### config.mk
export PLATFORM = sky130hd
export DESIGN_NAME = adc_calibration_control
export DESIGN_NICKNAME = d
export VERILOG_FILES = /design/src/adc_calibration_control.v /design/src/cal_averager.v
export VERILOG_INCLUDE_DIRS = /design/src
export SDC_FILE = /design/constraint.sdc
export NUM_CORES = 1
export LEC_CHECK = 0
export BUFFER_PORTS_ARGS = -buffer_cell sky130_fd_sc_hd__buf_4
export CAP_MARGIN = 25
export CORE_MARGIN = 4
export CORE_UTILIZATION = 62
export CTS_BUF_LIST = sky130_fd_sc_hd__clkbuf_8 sky130_fd_sc_hd__clkbuf_16
export CTS_CLUSTER_DIAMETER = 40
export DETAILED_ROUTE_END_ITERATION = 12
export PLACE_DENSITY = 0.88
export SLEW_MARGIN = 20
export SYNTH_ARGS = -nofsm -noshare
export SYNTH_HDL_FRONTEND = slang
export SYNTH_HIERARCHICAL = 1
export SYNTH_SLANG_ARGS = --single-unit
### constraint.sdc
create_clock -name clock -period 7.4 [get_ports clock]
set_clock_uncertainty 0.1 [all_clocks]
set_input_delay 0.74 -clock clock [delete_from_list [all_inputs] [get_ports clock]]
set_output_delay 0.74 -clock clock [all_outputs]
set_load 0.01 [all_outputs]
### src/adc_calibration_control_regs.vh
// register offsets, field positions, reset values and counts for the calibration control block
`ifndef ADC_CALIBRATION_CONTROL_REGS_VH
`define ADC_CALIBRATION_CONTROL_REGS_VH
// ****************************************
// register map
// ****************************************
`define CAL_CTRL_ADDR 8'hf5
`define CAL_CTRL_RESET 8'h00
// ****************************************
// field positions
// ****************************************
`define BUSY_BIT 7
`define GAIN_COEF_DISABLE_BIT 6
`define AVG_SEL_HI_BIT 5
`define AVG_SEL_LO_BIT 4
`define OFFSET_COEF_DISABLE_BIT 3
`define CAL_MODE_BIT 2
`define CAL_TYPE_BIT 1
`define CAL_START_BIT 0
// ****************************************
// averaging counts per averaging code
// ****************************************
`define AVG_COUNT_00 8'h0f
`define AVG_COUNT_01 8'h1f
`define AVG_COUNT_10 8'h2f
`define AVG_COUNT_11 8'h3f
// ****************************************
// channel codes
// ****************************************
`define CHAN_LAST_EXTERNAL 4'h5
`define CHAN_INVALID_A 4'h6
`define CHAN_INVALID_B 4'h7
`define CHAN_TEMP_SENSOR 4'h8
`define CHAN_FIRST_DAC 4'h9
`define CHAN_SECOND_DAC 4'ha
`define CHAN_AGND 4'hb
`define CHAN_VREF 4'hc
`define SAR_BITS 12
`endif

### src/adc_calibration_control.v
// calibration control register and calibration sequencer for the 12-bit converter
// Summary of operation
// - busy bit 7 stays high for every running conversion or calibration
// - busy bit is read-only; writes do not change it
// - busy bit clears itself when the cycle finishes
// - bit 6 low applies gain coefficient; high leaves results without it
// - bits 5:4 choose readings averaged per bit: 00 gives 15, 11 gives 63
// - bit 3 low applies offset coefficient; high excludes it
// - bit 1 low selects offset calibration, high selects gain calibration
// - writing 1 to bit 0 launches calibration of the selected type
// - start bit clears itself when calibration completes
// - register reads zero after reset, nothing running
// - invalid channel code 0111 connects no input
// - codes 0000-0101 pick external inputs 0-5; 0110 picks nothing
`include "adc_calibration_control_regs.vh"
module adc_calibration_control #(
	parameter DATA_W = 12
) (
	// clock and reset
	input wire clock,
	input wire sys_rst,
	// special function register port of the core
	input wire [7:0] sfr_addr,
	input wire sfr_wr,
	input wire [7:0] sfr_wdata,
	output reg [7:0] sfr_rdata,
	// channel select field from the channel register
	input wire [3:0] chan_sel,
	// converter conversion status
	input wire conv_start,
	input wire conv_done,
	// converter sample path
	input wire sample_valid,
	input wire [DATA_W-1:0] sample,
	// converter steering
	output reg [5:0] ext_chan_enable,
	output reg temp_sensor_sel,
	output reg first_dac_output_sel,
	output reg second_dac_output_sel,
	output reg agnd_sel,
	output reg vref_sel,
	output reg cal_active,
	output reg cal_zero_scale,
	output reg sar_bit_strobe,
	output reg [DATA_W-1:0] sar_trial,
	output reg gain_coef_enable,
	output reg offset_coef_enable,
	output reg [DATA_W-1:0] offset_coef,
	output reg [DATA_W-1:0] gain_coef
);
	// ****************************************
	// state
	// ****************************************
	localparam ST_IDLE = 2'b00;
	localparam ST_AVG = 2'b01;
	localparam ST_DECIDE = 2'b10;
	localparam ST_STORE = 2'b11;
	localparam [31:0] TOP_BIT = `SAR_BITS - 1;

	reg [1:0] state_reg;
	reg gain_coef_disable;
	reg avg_count_sel_hi;
	reg avg_count_sel_lo;
	reg offset_coef_disable;
	reg cal_mode_select;
	reg cal_type_select;
	reg cal_start;
	reg conv_busy_reg;
	reg avg_clear_reg;
	reg [3:0] bit_idx_reg;
	reg [DATA_W-1:0] trial_reg;
	wire avg_done;
	wire [DATA_W-1:0] avg_value;
	wire busy;
	wire reg_write;
	wire [7:0] reg_value;

	// ****************************************
	// decoding functions
	// ****************************************
	function [7:0] avg_target;
		input [1:0] code;
		begin
			case (code)
				2'b00: avg_target = `AVG_COUNT_00;
				2'b01: avg_target = `AVG_COUNT_01;
				2'b10: avg_target = `AVG_COUNT_10;
				default: avg_target = `AVG_COUNT_11;
			endcase
		end
	endfunction

	function [10:0] chan_decode;
		input [3:0] code;
		begin
			chan_decode = 11'h000;
			if (code <= `CHAN_LAST_EXTERNAL)
				chan_decode[code[2:0]] = 1'b1;
			else if (code == `CHAN_TEMP_SENSOR)
				chan_decode[6] = 1'b1;
			else if (code == `CHAN_FIRST_DAC)
				chan_decode[7] = 1'b1;
			else if (code == `CHAN_SECOND_DAC)
				chan_decode[8] = 1'b1;
			else if (code == `CHAN_AGND)
				chan_decode[9] = 1'b1;
			else if (code == `CHAN_VREF)
				chan_decode[10] = 1'b1;
		end
	endfunction

	assign busy = conv_busy_reg || (state_reg != ST_IDLE);
	assign reg_write = sfr_wr && (sfr_addr == `CAL_CTRL_ADDR);
	assign reg_value = {busy, gain_coef_disable, avg_count_sel_hi, avg_count_sel_lo,
		offset_coef_disable, cal_mode_select, cal_type_select, cal_start};

	// ****************************************
	// control register
	// ****************************************
	always @(posedge clock or posedge sys_rst) begin
		if (sys_rst) begin
			gain_coef_disable <= 1'b0;
			avg_count_sel_hi <= 1'b0;
			avg_count_sel_lo <= 1'b0;
			offset_coef_disable <= 1'b0;
			cal_mode_select <= 1'b0;
			cal_type_select <= 1'b0;
			cal_start <= 1'b0;
		end else begin
			if (reg_write) begin
				// busy bit 7 has no storage here, writes to it vanish
				gain_coef_disable <= sfr_wdata[`GAIN_COEF_DISABLE_BIT];
				avg_count_sel_hi <= sfr_wdata[`AVG_SEL_HI_BIT];
				avg_count_sel_lo <= sfr_wdata[`AVG_SEL_LO_BIT];
				offset_coef_disable <= sfr_wdata[`OFFSET_COEF_DISABLE_BIT];
				cal_mode_select <= sfr_wdata[`CAL_MODE_BIT];
				// type is frozen while a cycle runs so the store target cannot move
				if (state_reg == ST_IDLE)
					cal_type_select <= sfr_wdata[`CAL_TYPE_BIT];
				// writing 0 never aborts a cycle; only completion clears it
				if (sfr_wdata[`CAL_START_BIT])
					cal_start <= 1'b1;
			end
			if (state_reg == ST_STORE && !(reg_write && sfr_wdata[`CAL_START_BIT]))
				cal_start <= 1'b0;
		end
	end

	// ****************************************
	// conversion busy tracking
	// ****************************************
	always @(posedge clock or posedge sys_rst) begin
		if (sys_rst)
			conv_busy_reg <= 1'b0;
		else if (conv_start)
			conv_busy_reg <= 1'b1;
		else if (conv_done)
			conv_busy_reg <= 1'b0;
	end

	// ****************************************
	// calibration sequencer: binary search of the coefficient
	// ****************************************
	always @(posedge clock or posedge sys_rst) begin
		if (sys_rst) begin
			state_reg <= ST_IDLE;
			avg_clear_reg <= 1'b1;
			bit_idx_reg <= 4'h0;
			trial_reg <= {DATA_W{1'b0}};
			offset_coef <= {DATA_W{1'b0}};
			gain_coef <= {DATA_W{1'b0}};
			sar_bit_strobe <= 1'b0;
		end else begin
			avg_clear_reg <= 1'b0;
			sar_bit_strobe <= 1'b0;
			case (state_reg)
				ST_IDLE: begin
					avg_clear_reg <= 1'b1;
					// a conversion in flight holds off the calibration launch
					if (cal_start && !conv_busy_reg) begin
						state_reg <= ST_AVG;
						bit_idx_reg <= TOP_BIT[3:0];
						trial_reg <= {1'b1, {(DATA_W-1){1'b0}}};
					end
				end
				ST_AVG: begin
					// done still shows the previous bit during the clear cycle
					if (avg_done && !avg_clear_reg)
						state_reg <= ST_DECIDE;
				end
				ST_DECIDE: begin
					avg_clear_reg <= 1'b1;
					sar_bit_strobe <= 1'b1;
					// keep the trial bit while the averaged residue is still positive
					if (avg_value[DATA_W-1])
						trial_reg[bit_idx_reg] <= 1'b0;
					if (bit_idx_reg == 4'h0) begin
						state_reg <= ST_STORE;
					end else begin
						trial_reg[bit_idx_reg - 4'h1] <= 1'b1;
						bit_idx_reg <= bit_idx_reg - 4'h1;
						state_reg <= ST_AVG;
					end
				end
				default: begin
					if (cal_type_select)
						gain_coef <= trial_reg;
					else
						offset_coef <= trial_reg;
					state_reg <= ST_IDLE;
				end
			endcase
		end
	end

	cal_averager #(
		.DATA_W(DATA_W)
	) u_averager (
		.clock(clock),
		.sys_rst(sys_rst),
		.clear(avg_clear_reg),
		.sample_valid(sample_valid && state_reg == ST_AVG),
		.sample(sample),
		.target_count(avg_target({avg_count_sel_hi, avg_count_sel_lo})),
		.done(avg_done),
		.average(avg_value)
	);

	// ****************************************
	// registered outputs
	// ****************************************
	always @(posedge clock or posedge sys_rst) begin
		if (sys_rst) begin
			sfr_rdata <= `CAL_CTRL_RESET;
			ext_chan_enable <= 6'h00;
			temp_sensor_sel <= 1'b0;
			first_dac_output_sel <= 1'b0;
			second_dac_output_sel <= 1'b0;
			agnd_sel <= 1'b0;
			vref_sel <= 1'b0;
			cal_active <= 1'b0;
			cal_zero_scale <= 1'b0;
			sar_trial <= {DATA_W{1'b0}};
			gain_coef_enable <= 1'b1;
			offset_coef_enable <= 1'b1;
		end else begin
			// unmapped addresses read back zero
			if (sfr_addr == `CAL_CTRL_ADDR)
				sfr_rdata <= reg_value;
			else
				sfr_rdata <= 8'h00;
			// codes 0110 and 0111 leave every input open
			{vref_sel, agnd_sel, second_dac_output_sel, first_dac_output_sel,
				temp_sensor_sel, ext_chan_enable} <= chan_decode(chan_sel);
			cal_active <= (state_reg != ST_IDLE);
			cal_zero_scale <= !cal_type_select;
			sar_trial <= trial_reg;
			gain_coef_enable <= !gain_coef_disable;
			offset_coef_enable <= !offset_coef_disable;
		end
	end
endmodule

### src/cal_averager.v
// averaging accumulator for one calibration bit decision
module cal_averager #(
	parameter DATA_W = 12
) (
	// clock and reset
	input wire clock,
	input wire sys_rst,
	// control
	input wire clear,
	input wire sample_valid,
	input wire [DATA_W-1:0] sample,
	input wire [7:0] target_count,
	// result
	output reg done,
	output reg [DATA_W-1:0] average
);
	reg [DATA_W+7:0] sum_reg;
	reg [7:0] count_reg;
	wire [DATA_W+7:0] sum_next;
	wire [7:0] count_next;

	assign sum_next = sum_reg + {8'h00, sample};
	assign count_next = count_reg + 8'h01;

	// divide by shifting: a true divide by 15 or 63 costs too much area
	always @(posedge clock or posedge sys_rst) begin
		if (sys_rst) begin
			sum_reg <= {(DATA_W+8){1'b0}};
			count_reg <= 8'h00;
			done <= 1'b0;
			average <= {DATA_W{1'b0}};
		end else if (clear) begin
			sum_reg <= {(DATA_W+8){1'b0}};
			count_reg <= 8'h00;
			done <= 1'b0;
		end else if (sample_valid && !done) begin
			sum_reg <= sum_next;
			count_reg <= count_next;
			if (count_next == target_count) begin
				done <= 1'b1;
				if (target_count > 8'h1f)
					average <= sum_next[DATA_W+5:6];
				else
					average <= sum_next[DATA_W+3:4];
			end
		end
	end
endmodule

* After elaboration in Yosys (flattened, before gate mapping) *
Index checks and enable logic that the tools add are counted.

storage, ports and cells
  register bits after elaboration = 128
  logic and storage cells = 148
  output and inout bits = 60
  input port bits = 38

cells by class
  multiplexer cells = 46
  bitwise logic cells = 6
  add/subtract/negate cells = 3
  eq/ne operators = 15
  reduce and logical (&&, ||, !) cells = 39
  $lt $le $gt $ge = 8

operator list
  operator             count
  $mux 12              5
  $mux 20              2
  $mux 8               3
  $pmux 12 s2          1
  $add 20x12->20       1
  $eq 4x4->1 const B   5
  $mux 1               19
  $pmux 6 s3           1
  $reduce_and 2->1     7
  $reduce_bool 2->1    7
  $and 12x12->12       1
  $mux 4               3
  $not 12->12          1
  $or 12x12->12        1
  $logic_and 1x1->1    10
  $lt 4x5->1 const B   2
  $add 8x1->8 const B  1
  $demux 1 s4          2
  $eq 8x6->1           1
  $eq 8x8->1 const B   1
  $ge 4x1->1 const B   2
  $mux 2               4
  $pmux 4 s2           1
  $logic_not 1->1      7
  21 further kinds     29

* Depth between registers and ports, before layout *
  depth in word-level cells = 11
  depth in mapped cells = 10
  mapped depth without buffers = 9

* Hierarchy *
The synthesis kept the hierarchy.

modules (own cells, without submodules)
  module                   cells an instance  area each (µm²)  seq. area each (µm²)  instances
  adc_calibration_control  264                3438.3           2180.8                1
  cal_averager             325                2743.9           975.9                 1

* Worst setup path before layout *
OpenSTA, ideal clock, no wires.

  path type = input to register
  from = in sample[0]
  to = reg u_averager.average[8]
  arrival time = 2.672 ns
  path slack = 4.503 ns
  buffers on the path = 0
  required time = 7.175 ns
  stages = 8
  cell sequence = ha_1 -> fa_1 -> a21o_1 -> a31o_2 -> a21o_1 -> a21oi_1 -> a31oi_1 -> mux2_2

between the ends
  longest elaborated chain between the ends = 2

ends and longest elaborated chain
  element               RTL line                      text
  start, declared       adc_calibration_control.v:34  input wire [DATA_W-1:0] sample,
  $add 20x12->20        cal_averager.v:22             assign sum_next = sum_reg + {8'h00, sample};
  $mux 12               cal_averager.v:41             if (target_count > 8'h1f)
  end signal, assigned  cal_averager.v:31             average <= {DATA_W{1'b0}};
  end signal, assigned  cal_averager.v:42             average <= sum_next[DATA_W+5:6];
  end signal, assigned  cal_averager.v:44             average <= sum_next[DATA_W+3:4];
  end, declared         cal_averager.v:15             output reg [DATA_W-1:0] average

No other way between the ends.
A chain may end at the register's enable or synchronous reset.

* Worst setup path after layout *
  from = reg state_reg[1]
  to = reg u_averager.average[11]

between the ends
  longest elaborated chain between the ends = 4

ends and longest elaborated chain
  element                            RTL line                       text
  start, declared                    adc_calibration_control.v:60   reg [1:0] state_reg;
  start signal, assigned             adc_calibration_control.v:166  state_reg <= ST_IDLE;
  start signal, assigned             adc_calibration_control.v:181  state_reg <= ST_AVG;
  start signal, assigned             adc_calibration_control.v:189  state_reg <= ST_DECIDE;
  $eq 2x1->1                         adc_calibration_control.v:222  .sample_valid(sample_valid && state_reg == ST_AVG),
  $logic_and 1x1->1                  adc_calibration_control.v:222
  $logic_and 1x1->1                  cal_averager.v:36              end else if (sample_valid && !done) begin
  $reduce_and 3->1 (no source line)  n/a

No other way between the ends.

==> impl_metrics.tcl <==
set metrics [dict create \
    seqCellArea_sq_um 2880 \
    insertion_delay_ns 0.51 \
    grt_max_degree 88 \
    drtAntennaViolNets 0 \
    drt_iter0_markers 260 \
    io-pin-count 98 \
    cts_tree "built" \
    max_freq_mhz 326 \
    wirelength_mm 12.4 \
    first_global_vias 4334 \
    routedWlPerCell_um 16.7 \
    core_sq_um 8720 \
    die-height_um 103 \
    cts.repair.resized 0 \
    yosysWarnings 6 \
    fill_cells 544 \
    tns_ns 0 \
    fin_cells 745 \
    cts_buffer_depth 2 \
    largest_reg_flops 18 \
    gp_congestion 0.893 \
    power_leakage_uw 0.00342 \
    syn_area_sq_um 5560 \
    worstMarginPinSlew_ns 0.946 \
    hold_class "input pin to async pin" \
    clock-sinks 115 \
    die_w_um 103 \
    initial_core_util 0.638 \
    antenna_cells 0 \
    ir_drop_mv 0.186 \
    crit_required_ns 7.75 \
    nNetsFinal 683 \
    multiInputGateArea_sq_um 2520 \
    grt_antenna_before_repair 0 \
    ctsHoldBuffers 0 \
    critPathMaxFanout 24 \
    placedCellCount 713 \
    cts-buffers-inserted 17 \
    status "completed" \
    dp_hpwl_mm 8.33 \
    grt_pass1_wl_mm 20.4 \
    cp.arrival_ns 3.42 \
    ctsRootBufferMaster "clkbuf_8" \
    critPathKind "flop to flop" \
    cap_violations 0 \
    area_growth_pct 25.3 \
    powerDensity_nw_per_um2 251 \
    die-area_sq_um 10500 \
    maxSlewViolCount 0 \
    rows 34 \
    synthesis.instances 520 \
    cts_setup_buffers 0 \
    post-route-min-period_ns 3.06 \
    vias_per_cell 5.81 \
    rsz0062_at_grt "no" \
    drc_errors 0 \
    period_share 0.414 \
    grt_use_total 0.249 \
    avgSynthCellArea_sq_um 10.7 \
    htree_levels 4 \
    setup_viol 0 \
    drive_above_1_share 0.287 \
    finalHoldViolCount 0 \
    cp-start-kind "flop" \
    cp-end-kind "flop" \
    port_buffers 96 \
    slew_headroom 0.369 \
    via_count 4331 \
    drt_pass1_iterations 4 \
    grt-ovfl-total 0 \
    path_clk_slew_ns 0.06 \
]
metal layers:
layer | share of wire | global-route usage
met3 | 0.074 | 0.0521
met4 | 0.014 | 0.0858
met1 | 0.40 | 0.316
met5 | 0 | 0
met2 | 0.51 | 0.425
path summary, 6_finish.rpt:
path,to,startpoint,slack (ns),cells after the start
setup / recovery,u_averager/average[11],state_reg[1],4.34,9
hold / removal,u_averager/sum_reg[4],sys_rst,0.18,2
setup reg to reg,u_averager/average[11],state_reg[1],4.34,9
hold reg to reg,gain_coef_enable,gain_coef_disable,0.31,1
max in group asynchronous,offset_coef[10],sys_rst,6.37,3
min in group clock,gain_coef_enable,gain_coef_disable,0.31,1
placed cells by master, fill, tap and decap left out, types with 5 or more instances in the layout:
cell         n
nor2_1      28
inv_1       22
dfrtp_1    112
buf_4       97
xor2_1      10
clkbuf_16   16
nand2_1     56
o21ai_0     22
conb_1      15
nand4_1      5
a21o_1       7
nand2b_1     8
a21oi_1     29
and2_1       5
nor3_1      18
nor2b_1      6
mux2_2      29
or3_1        5
clkinv_2     5
ha_1        20
nand3_1     10
xnor2_1     18
o31ai_1      5
a32o_1      12
worst max-delay path, stage by stage, from the launching register on:
cell	delay, ns
dfrtp_1	0.59
inv_1	0.29
and3_1	0.22
nand2b_1	0.50
nor3_1	0.35
o2111ai_1	0.15
nor3_1	0.21
o2111ai_1	0.21
a2111oi_2	0.26
a21o_1	0.12
area by class of cell:
type | count | area share
inverters | 24 | 0.0131
repair buffers | 99 | 0.110
clock inverters | 15 | 0.0223
multi-input cells | 367 | 0.362
well taps | 108 | 0.0194
clock buffers | 17 | 0.0595
flip-flops and latches | 115 | 0.414
power by group:
group	internal [uW]	switching (uW)	total, uW
combinational	104	161	265
clock	480	297	777
sequential	658	47.0	705
through the flow:
step,power (uW),util,instance area [sq um],hold WS (ns),setup slack [ns]
floorplan,892,-,5610,0.254,4.31
global placement,960,0.730,6360,0.260,4.41
detailed placement,971,0.733,6390,0.260,4.34
CTS,1750,0.798,6960,0.179,4.37
global route,1830,0.799,6970,0.202,3.95
finish,1750,0.799,6970,0.175,4.34
Power figures use the tool's default switching activity.
